## src/sfb_pkg.sv

```systemverilog
`default_nettype none
package sfb_pkg;
   // Sensor register offsets on the link
   localparam logic [6:0] SFB_OFS_CEIL_LO    = 7'h19;
   localparam logic [6:0] SFB_OFS_CEIL_HI    = 7'h1A;
   localparam logic [6:0] SFB_OFS_FLOOR_LO   = 7'h1B;
   localparam logic [6:0] SFB_OFS_FLOOR_HI   = 7'h1C;
   localparam logic [6:0] SFB_OFS_SHUT_LO    = 7'h1D;
   localparam logic [6:0] SFB_OFS_SHUT_HI    = 7'h1E;
   // Reset values before and after firmware download
   localparam logic [7:0] SFB_RST_FLOOR_HI   = 8'h0D;
   localparam logic [7:0] SFB_FW_FLOOR_HI    = 8'h0E;
   localparam logic [7:0] SFB_RST_SHUT_LO    = 8'h8C;
   localparam logic [7:0] SFB_FW_SHUT_LO     = 8'h00;
   localparam logic [7:0] SFB_RST_SHUT_HI    = 8'h20;
   localparam logic [7:0] SFB_RST_FLOOR_LO   = 8'hAC;
   localparam logic [15:0] SFB_RST_CEIL      = 16'h2EE0;
   // Legal floor range
   localparam logic [15:0] SFB_FLOOR_MIN     = 16'h7E0E;
   // Settle time in frames after activation
   localparam logic [1:0] SFB_SETTLE_FRAMES  = 2'h2;
   // Controller register byte offsets
   localparam logic [4:0] SFB_AVS_CTRL       = 5'h00;
   localparam logic [4:0] SFB_AVS_FLOOR      = 5'h04;
   localparam logic [4:0] SFB_AVS_SHUT       = 5'h08;
   localparam logic [4:0] SFB_AVS_CEIL       = 5'h0C;
   localparam logic [4:0] SFB_AVS_STATUS     = 5'h10;
   localparam logic [4:0] SFB_AVS_READBACK   = 5'h14;
   // Field positions and link step counts
   localparam int SFB_CTRL_PROGRAM           = 0;
   localparam int SFB_CTRL_READBACK          = 1;
   localparam int SFB_ST_ACTIVE              = 0;
   localparam int SFB_ST_RANGE_ERR           = 1;
   localparam int SFB_ST_BOUND_ERR           = 2;
   localparam int SFB_ST_DEV_BUSY            = 3;
   localparam logic [2:0] SFB_WR_STEPS       = 3'h6;
   localparam logic [1:0] SFB_RD_STEPS       = 2'h3;
endpackage : sfb_pkg
`default_nettype wire

```

## src/sfb_link_if.sv

```systemverilog
`timescale 1ns/1ps
`default_nettype none
interface sfb_link_if;
   logic [6:0] addr;
   logic [7:0] wrData;
   logic       write;
   logic       read;
   logic [7:0] rdData;
   logic       rdValid;
   logic       busy;
   modport dev (input addr, input wrData, input write, input read,
                output rdData, output rdValid, output busy);
   modport host (output addr, output wrData, output write, output read,
                 input rdData, input rdValid, input busy);
endinterface : sfb_link_if
`default_nettype wire

```

## src/sfb_controller_end.sv

```systemverilog
`timescale 1ns/1ps
`default_nettype none
module sfb_controller_end
   import sfb_pkg::*;
(
   input  wire logic        clock,
   input  wire logic        rstn,
   input  wire logic [4:0]  avsAddress,
   input  wire logic        avsRead,
   input  wire logic        avsWrite,
   input  wire logic [31:0] avsWritedata,
   input  wire logic [3:0]  avsByteenable,
   output logic      [31:0] avsReaddata,
   output logic             avsWaitrequest,
   sfb_link_if.host         link
);

   typedef enum logic [2:0] {
      SfbIdle, SfbWaitFree, SfbWrite, SfbSettle, SfbRead, SfbReadWait
   } sfb_state_e;

   function automatic logic [15:0] sfbMerge(input logic [15:0] old, input logic [31:0] d,
                                            input logic [3:0] be);
      sfbMerge = {be[1] ? d[15:8] : old[15:8], be[0] ? d[7:0] : old[7:0]};
   endfunction : sfbMerge

   sfb_state_e  state_ff, nxt_state;
   logic [2:0]  step_ff, nxt_step;
   logic [15:0] floor_ff, nxt_floor;
   logic [15:0] shut_ff, nxt_shut;
   logic [15:0] ceil_ff, nxt_ceil;
   logic [23:0] readback_ff, nxt_readback;
   logic        rangeErr_ff, nxt_rangeErr;
   logic        boundErr_ff, nxt_boundErr;
   logic        ack_ff, nxt_ack;
   logic [31:0] rdData_ff, nxt_rdData;
   logic        take;
   logic        isDefault;
   logic        badRange;
   logic        badBound;

   always_comb
   begin
      take         = avsWrite && ack_ff;
      nxt_ack      = (avsRead || avsWrite) && !ack_ff;
      nxt_rdData   = rdData_ff;
      nxt_state    = state_ff;
      nxt_step     = step_ff;
      nxt_floor    = floor_ff;
      nxt_shut     = shut_ff;
      nxt_ceil     = ceil_ff;
      nxt_readback = readback_ff;
      nxt_rangeErr = rangeErr_ff;
      nxt_boundErr = boundErr_ff;
      isDefault    = (floor_ff == {SFB_RST_FLOOR_HI, SFB_RST_FLOOR_LO})
                     && (shut_ff == {SFB_RST_SHUT_HI, SFB_RST_SHUT_LO})
                     && (ceil_ff == SFB_RST_CEIL);
      badRange     = floor_ff < SFB_FLOOR_MIN;
      badBound     = !isDefault
                     && ({1'b0, ceil_ff} < ({1'b0, floor_ff} + {1'b0, shut_ff}));
      if (avsRead && !ack_ff)
      begin
         case (avsAddress)
            SFB_AVS_FLOOR:    nxt_rdData = {16'h0000, floor_ff};
            SFB_AVS_SHUT:     nxt_rdData = {16'h0000, shut_ff};
            SFB_AVS_CEIL:     nxt_rdData = {16'h0000, ceil_ff};
            SFB_AVS_STATUS:   nxt_rdData = {28'h0000000, link.busy, boundErr_ff,
                                            rangeErr_ff, state_ff != SfbIdle};
            SFB_AVS_READBACK: nxt_rdData = {8'h00, readback_ff};
            default:          nxt_rdData = 32'h00000000;
         endcase
      end
      if (take)
      begin
         case (avsAddress)
            SFB_AVS_FLOOR: nxt_floor = sfbMerge(floor_ff, avsWritedata, avsByteenable);
            SFB_AVS_SHUT:  nxt_shut  = sfbMerge(shut_ff, avsWritedata, avsByteenable);
            SFB_AVS_CEIL:  nxt_ceil  = sfbMerge(ceil_ff, avsWritedata, avsByteenable);
            SFB_AVS_STATUS:
            begin
               if (avsByteenable[0] && avsWritedata[SFB_ST_RANGE_ERR])
               begin
                  nxt_rangeErr = 1'b0;
               end
               if (avsByteenable[0] && avsWritedata[SFB_ST_BOUND_ERR])
               begin
                  nxt_boundErr = 1'b0;
               end
            end
            default:
            begin
               nxt_floor = floor_ff;
            end
         endcase
      end
      case (state_ff)
         SfbIdle:
         begin
            nxt_step = 3'h0;
            // Commands arriving while a sequence runs are dropped
            if (take && (avsAddress == SFB_AVS_CTRL) && avsByteenable[0])
            begin
               if (avsWritedata[SFB_CTRL_PROGRAM])
               begin
                  // Set wins over a same-cycle clear
                  nxt_rangeErr = nxt_rangeErr || badRange;
                  nxt_boundErr = nxt_boundErr || badBound;
                  if (!badRange && !badBound)
                  begin
                     nxt_state = SfbWaitFree;
                  end
               end
               else if (avsWritedata[SFB_CTRL_READBACK])
               begin
                  nxt_state = SfbRead;
               end
            end
         end
         SfbWaitFree:
         begin
            if (!link.busy)
            begin
               nxt_state = SfbWrite;
            end
         end
         SfbWrite:
         begin
            nxt_step = step_ff + 3'h1;
            if (step_ff == SFB_WR_STEPS - 3'h1)
            begin
               nxt_state = SfbSettle;
            end
         end
         SfbSettle:
         begin
            if (!link.busy)
            begin
               nxt_state = SfbIdle;
            end
         end
         SfbRead:
         begin
            nxt_state = SfbReadWait;
         end
         SfbReadWait:
         begin
            if (link.rdValid)
            begin
               case (step_ff)
                  3'h0:    nxt_readback[15:8]  = link.rdData;
                  3'h1:    nxt_readback[7:0]   = link.rdData;
                  default: nxt_readback[23:16] = link.rdData;
               endcase
               nxt_step  = step_ff + 3'h1;
               nxt_state = (step_ff == {1'b0, SFB_RD_STEPS} - 3'h1) ? SfbIdle : SfbRead;
            end
         end
         default:
         begin
            nxt_state = SfbIdle;
         end
      endcase
   end

   // Link request decode from state and step
   always_comb
   begin
      link.write  = (state_ff == SfbWrite);
      link.read   = (state_ff == SfbRead);
      link.addr   = SFB_OFS_CEIL_HI;
      link.wrData = 8'h00;
      if (state_ff == SfbWrite)
      begin
         case (step_ff)
            3'h0:    {link.addr, link.wrData} = {SFB_OFS_FLOOR_LO, floor_ff[7:0]};
            3'h1:    {link.addr, link.wrData} = {SFB_OFS_FLOOR_HI, floor_ff[15:8]};
            3'h2:    {link.addr, link.wrData} = {SFB_OFS_SHUT_LO, shut_ff[7:0]};
            3'h3:    {link.addr, link.wrData} = {SFB_OFS_SHUT_HI, shut_ff[15:8]};
            3'h4:    {link.addr, link.wrData} = {SFB_OFS_CEIL_LO, ceil_ff[7:0]};
            default: {link.addr, link.wrData} = {SFB_OFS_CEIL_HI, ceil_ff[15:8]};
         endcase
      end
      else
      begin
         case (step_ff)
            3'h0:    link.addr = SFB_OFS_SHUT_HI;
            3'h1:    link.addr = SFB_OFS_SHUT_LO;
            default: link.addr = SFB_OFS_FLOOR_HI;
         endcase
      end
   end

   always_ff @(posedge clock or negedge rstn)
   begin
      if (!rstn)
      begin
         state_ff    <= SfbIdle;
         step_ff     <= 3'h0;
         floor_ff    <= {SFB_RST_FLOOR_HI, SFB_RST_FLOOR_LO};
         shut_ff     <= {SFB_RST_SHUT_HI, SFB_RST_SHUT_LO};
         ceil_ff     <= SFB_RST_CEIL;
         readback_ff <= 24'h000000;
         rangeErr_ff <= 1'b0;
         boundErr_ff <= 1'b0;
         ack_ff      <= 1'b0;
         rdData_ff   <= 32'h00000000;
      end
      else
      begin
         state_ff    <= nxt_state;
         step_ff     <= nxt_step;
         floor_ff    <= nxt_floor;
         shut_ff     <= nxt_shut;
         ceil_ff     <= nxt_ceil;
         readback_ff <= nxt_readback;
         rangeErr_ff <= nxt_rangeErr;
         boundErr_ff <= nxt_boundErr;
         ack_ff      <= nxt_ack;
         rdData_ff   <= nxt_rdData;
      end
   end

   assign avsWaitrequest = (avsRead || avsWrite) && !ack_ff;
   assign avsReaddata    = rdData_ff;

endmodule : sfb_controller_end
`default_nettype wire

```

## src/flat_wrapper.sv

```systemverilog
// flat-port wrapper written by rule: the top's interface ports become plain ports
module sfb_controller_end_flat import sfb_pkg::*;
  (clock, rstn, avsAddress, avsRead, avsWrite, avsWritedata, avsByteenable, avsReaddata, avsWaitrequest, link_addr, link_wrData, link_write, link_read, link_rdData, link_rdValid, link_busy);
  sfb_link_if link_i ();
  input  wire logic clock;
  input  wire logic rstn;
  input  wire logic [4:0] avsAddress;
  input  wire logic avsRead;
  input  wire logic avsWrite;
  input  wire logic [31:0] avsWritedata;
  input  wire logic [3:0] avsByteenable;
  output logic      [31:0] avsReaddata;
  output logic avsWaitrequest;
  output wire logic [$bits(link_i.addr)-1:0] link_addr;
  output wire logic [$bits(link_i.wrData)-1:0] link_wrData;
  output wire logic [$bits(link_i.write)-1:0] link_write;
  output wire logic [$bits(link_i.read)-1:0] link_read;
  input wire logic [$bits(link_i.rdData)-1:0] link_rdData;
  input wire logic [$bits(link_i.rdValid)-1:0] link_rdValid;
  input wire logic [$bits(link_i.busy)-1:0] link_busy;
  assign link_addr = link_i.addr;
  assign link_wrData = link_i.wrData;
  assign link_write = link_i.write;
  assign link_read = link_i.read;
  assign link_i.rdData = link_rdData;
  assign link_i.rdValid = link_rdValid;
  assign link_i.busy = link_busy;
  sfb_controller_end u_core (.clock(clock), .rstn(rstn), .avsAddress(avsAddress), .avsRead(avsRead), .avsWrite(avsWrite), .avsWritedata(avsWritedata), .avsByteenable(avsByteenable), .avsReaddata(avsReaddata), .avsWaitrequest(avsWaitrequest), .link(link_i));
endmodule
```

## config.mk

```make
export PLATFORM = sky130hd
export DESIGN_NAME = sfb_controller_end_flat
export DESIGN_NICKNAME = d
export VERILOG_FILES = /design/src/sfb_pkg.sv /design/src/sfb_link_if.sv /design/src/sfb_controller_end.sv /design/src/flat_wrapper.sv
export SDC_FILE = /design/constraint.sdc
export NUM_CORES = 1
export LEC_CHECK = 0
export BUFFER_PORTS_ARGS = -buffer_cell sky130_fd_sc_hd__buf_2
export CAP_MARGIN = 20
export CORE_MARGIN = 8
export CORE_UTILIZATION = 57
export CTS_BUF_LIST = sky130_fd_sc_hd__clkbuf_16
export DETAILED_ROUTE_END_ITERATION = 8
export MAX_ROUTING_LAYER = met4
export PLACE_DENSITY = 0.81
export SLEW_MARGIN = 20
export SYNTH_ARGS = -nofsm -noshare
export SYNTH_HDL_FRONTEND = slang
export SYNTH_SLANG_ARGS = --single-unit
```

## constraint.sdc

```tcl
create_clock -name clock -period 4.95 [get_ports clock]
set_input_delay 0.495 -clock clock [delete_from_list [all_inputs] [get_ports clock]]
set_output_delay 0.495 -clock clock [all_outputs]
set_load 0.05 [all_outputs]
```

### Word-level counts from Yosys, hierarchy flattened

Cells that the tools add are included.

| cells by class | value |
|---|---|
| $lt $le $gt $ge | 2 |
| reductions and logical operators | 35 |
| multiplexer cells | 30 |
| add/sub/neg operators | 2 |
| bitwise logic cells | 1 |
| equal/unequal tests | 25 |

Operators by type and width:

| kind | count |
|---|---|
| $pmux 24 s5 | 1 |
| $pmux 8 s5 | 1 |
| $eq 16x14->1 const B | 2 |
| $mux 3 | 10 |
| $reduce_and 3->1 | 9 |
| $pmux 3 s6 | 1 |
| $add 16x16->17 | 1 |
| $lt 16x17->1 | 1 |
| $eq 16x12->1 const B | 1 |
| $lt 16x15->1 const B | 1 |
| $pmux 3 s5 | 1 |
| $eq 3x2->1 const B | 4 |
| $eq 3x3->1 const B | 4 |
| $mux 1 | 12 |
| $logic_and 1x1->1 | 11 |
| $eq 5x4->1 const B | 2 |
| $eq 5x5->1 const B | 2 |
| $pmux 3 s3 | 1 |
| $mux 8 | 1 |
| $mux 7 | 1 |
| $reduce_and 7->1 | 1 |
| $eq 3x1->1 const B | 2 |
| $logic_not 3->1 | 2 |
| $ne 2x2->1 const B | 3 |
| other kinds (13) | 20 |

| storage, ports and cells | value |
|---|---|
| word-level logic and storage cells | 110 |
| output and inout bits | 50 |
| register bits | 113 |

### Logic depth before layout (Yosys ltp)

| logic depth | value |
|---|---|
| word-level depth | 11 |
| mapped depth | 16 |
| depth with buffers taken out | 16 |

### Least setup slack after synthesis

Ideal clock, no wire load.

| timing path | value |
|---|---|
| path kind | flip-flop to flip-flop |
| from | register u_core.shut_ff[0] |
| to | register u_core.state_ff[0] |
| buffers on the path | 0 |
| data arrival time | 3.335 ns |
| data required time | 4.826 ns |
| setup slack | 1.492 ns |
| clock period less this slack | 3.458 ns |
| stages on the path, launching flop included | 17 |
| cells stage by stage | dfrtp_1 > ha_1 > fa_1 > a211o_1 > a211oi_2 > o21bai_2 > a21o_1 > a21oi_1 > xor2_1 > ha_1 > a21oi_1 > nor2_1 > o311ai_0 > a21oi_1 > o32ai_1 > o21a_1 > o21ai_1 |

| between the ends | value |
|---|---|
| longest elaborated chain between the ends | 9 |
| elaborated cells between the ends (all ways) | 11 |

RTL lines:

| element | RTL line | text |
|---|---|---|
| start, declared | sfb_controller_end.sv:30 | `logic [15:0] shut_ff, nxt_shut;` |
| start signal, assigned | sfb_controller_end.sv:200 | `shut_ff <= {SFB_RST_SHUT_HI, SFB_RST_SHUT_LO};` |
| start signal, assigned | sfb_controller_end.sv:213 | `shut_ff <= nxt_shut;` |
| branches (longest 4 deep; another with $add 16x16->17) | -- |  |
| $logic_and 1x1->1 * | sfb_controller_end.sv:60 | `&& ({1'b0, ceil_ff} < ({1'b0, floor_ff} + {1'b0, shut_ff}));` |
| $logic_not 1->1 * | sfb_controller_end.sv:108 | `if (!badRange && !badBound)` |
| $logic_and 1x1->1 * | sfb_controller_end.sv:108 |  |
| $ne 3x2->1 (no source line) * | -- |  |
| $reduce_and 7->1 (no source line) * | -- |  |
| end signal, assigned | sfb_controller_end.sv:197 | `state_ff <= SfbIdle;` |
| end signal, assigned | sfb_controller_end.sv:210 | `state_ff <= nxt_state;` |
| end, declared | sfb_controller_end.sv:27 | `sfb_state_e state_ff, nxt_state;` |

Every way passes the cells marked *.
A chain may end at the register's enable or synchronous reset.

### Final worst setup path

Ends and elaborated chain as after synthesis.

==> impl_results.md <==
- GR Util All Layers: 0.2642
- Worst slew margin: 0.3926
- Crit path time final: 4090 ps
- Final instance area: between 7000 and 8000 µm²
- Initial antenna violation count: 0
- Clock buffer depth: 2
- Crit path DAT: 4340 ps
- Area growth syn-to-layout: 11.72%
- Post-layout util: 0.6539
- Die area: 14,820 µm²
- CP cell instances: ha_1 > fa_1 > a211o_1 > a211oi_2 > o21bai_2 > a21o_1 > a21oi_1 > xor2_1 > ha_1 > a21oi_1 > nor2_1 > o311ai_0 > a21oi_1 > o32ai_1 > o21a_1 > o21ai_1
- Hold Vio Cnt, Final: 0
- Commonest non-fill, non-tap cell in the layout: dfrtp_1
- Final nets: about 770
- Root Driver: clkbuf_16
- Wire per inst: 22.89 µm
- Post-Syn Area per Cell: 10.43 µm²
- Vias in the first global route: about 5,300
- Sequential power share: 0.434
- Top delay family on crit path: compound AO/OA/AOI/OAI gates
- Pleak: 0.003375 µW
- Seq/Total Area, Yosys: 0.4159
- Post-synth top area share: 0.3416
- Number of port buffers: 74
- Clk slew on worst S/H paths: 80 ps
- CP max stage delay: between 400 and 500 ps
- # IOs: between 100 and 150
- Layout cell share with drive strength beyond 1: 0.2710
- Setup crit end kind: flop
- Die outline height: roughly 120 µm
- Vias post-DR: around 5,200
- Comb power frac: 0.299
- First-pass GRT wire length: 29,380 µm
- Post-CTS Hold Fix Bufs: 0
- Total gr overflow: 0
- Top cells by area, synth: dfrtp_1, mux2_2, dfstp_2, ha_1, mux2_1
- DRT iter0 DRCs: slightly above 500
- RSZ-0062 raised after global routing: false
- Largest net degree at the start of global routing: 61
- Max-cap violations: 0
- CTS buffer count: 9
- Core ar.: 10,890 µm²
- Switching share of power: 0.3863
- H-tree depth: 3
- Fmax achieved: 244.5 MHz
- Cell mode on critical path: a21oi_1
- Post-CTS setup buffers: 0
- Tightest Pin Transition: 909.2 ps
- Crit-path max FO: 5
- Final Skew: 8.762 ps
- Status: completed
- Site Rows: 38
- Remaining antenna violation count: 0
- Clock Power Share: 0.267
- Crit Path Class: reg2reg
- CTS tree: done
- Fillers: approximately 870
- Critical path required time: between 5000 and 6000 ps
- Most frequent cells in the layout: dfrtp_1, buf_2, nand2_1
- Residual DRC: 0
- Area of the multi-input gates: between 3000 and 4000 µm²
- Yosys warns: 0
- Post-synth design cell area: 6372 µm²
- WL final: 18,750 µm
- Post-CTS sizing: 0
- Post-DP HPWL: between 10,000 and 15,000 µm
- Max rail drop VDD: 0.4144 mV
- Area leader, netlist: dfrtp_1
- Mapped Cells: 611
- Clock latency on the worst-skew pair: 360 ps
- Net switching power: roughly 1000 µW
- Yosys reg bits: 105
- Final setup vio count: 0
- Post-synth top flop: dfrtp_1
- Async SR Flop Fraction: 1.000
- Final period util: 0.8262
- Vias per cell: 6.386
- Slowest CP cell: fa_1
- Initial core utilization: 0.5853
- # diodes: 0
- Hold Crit Class: in2async
- Cell variety after synth: 66
- Sink Count: between 100 and 150
- Initial DRT Pass Iterations: 5
- Placed cell area: just under 7000 µm²
- Seq. cell area: 2650 µm²
- Pwr dens: about 380 nW/µm²
- Final setup TNS: 0 ps
- Startpoint Class: flop
- RePlAce Congestion: 0.9430
- Pins over their slew limit: 0
- Placed cells: 803
- Die width: between 100 and 150 µm
- Worst Path Buf+Inv: 0
- Post-Layout Cell Count: 819
- Post-synth EDFFs: 0
- Int Pwr: 1658 µW
## final cells by class
type / instances / area share
Multi-Input combinational cell: 470 / 0.4984
Sequential cell: 105 / 0.3722
Timing Repair Buffer: 78 / 0.05659
Clock buffer: 9 / 0.03163
Tap cell: 140 / 0.02460
Clock inverter: 7 / 0.01125
Inverter: 10 / 0.005272
## path summary, 6_finish.rpt
kind	cells past startpoint	slack, ps	startpoint	endpoint
max	16	860	u_core.shut_ff[0]$_DFFE_PN0P_	u_core.state_ff[0]$_DFFE_PN0P_
min	1	190	rstn	u_core.ceil_ff[15]$_DFFE_PN0P_
max reg2reg	16	860	u_core.shut_ff[0]$_DFFE_PN0P_	u_core.state_ff[0]$_DFFE_PN0P_
min reg2reg	2	480	u_core.avsReaddata[22]$_DFFE_PN0P_	u_core.avsReaddata[22]$_DFFE_PN0P_
max in group asynchronous	2	3680	rstn	u_core.readback_ff[7]$_DFFE_PN0P_
min in group clock	2	380	avsWritedata[4]	u_core.ceil_ff[4]$_DFFE_PN0P_
## state kept, by name, summed over array words and instances (netlist names)
register            cells
u_core.boundErr_ff      1
u_core.ack_ff           1
u_core.state_ff         3
u_core.avsReaddata     24
u_core.floor_ff        16
u_core.ceil_ff         16
u_core.rangeErr_ff      1
u_core.readback_ff     24
u_core.shut_ff         16
u_core.step_ff          3
## power groups by stage
stage | Combinational, µW | Clock, µW | Sequential [µW]
6_report | 807 | 722 | 1170
5_1_grt | 875 | 762 | 1180
4_1_cts | 797 | 730 | 1170
3_5_place_dp | 791 | 0 | 1180
3_3_place_gp | 767 | 0 | 1170
2_1_floorplan | 595 | 0 | 1130
## cell families after synthesis
group / after synthesis / share of synthesized area
AO/OA/AOI/OAI: 160 / 0.1724
XOR/XNOR: 14 / 0.01924
adder cells (fa/ha/maj): 37 / 0.07383
buffers and inverters: 46 / 0.03534
flip-flops: 105 / 0.4159
multiplexers: 88 / 0.1541
other: 2 / 0.001179
AND/OR/NAND/NOR: 159 / 0.1280
## routing by layer
layer | track usage | wire [µm]
met5 | - | 0
met4 | 0.09561 | 469
met2 | 0.4198 | 9136
met3 | 0.04859 | 1222
met1 | 0.3314 | 7918
## synth_stat cells (7+ instances only)
cell type	number
dfrtp_1	87
nor3_1	9
nand2_1	70
a21oi_1	42
inv_1	9
o21ai_0	30
a21o_1	7
clkbuf_1	19
dfstp_2	18
mux2_2	57
ha_1	36
xnor2_1	8
a221oi_1	14
mux2i_1	7
buf_4	13
a22o_1	12
nor2_1	25
mux2_1	24
a222oi_1	9
a31oi_1	11
## stage by stage
stage                     hold slack (ps)  worst slack (ps)  total power (µW)
after detailed placement            465.8             898.2              1973
after floorplan                     199.4              1492              1723
final                               193.4             860.2              2701
after global routing                273.2             557.4              2821
after global placement              453.3             914.1              1939
after CTS                           231.6             841.6              2692
Note: power is estimated with default switching activity, not from simulation.
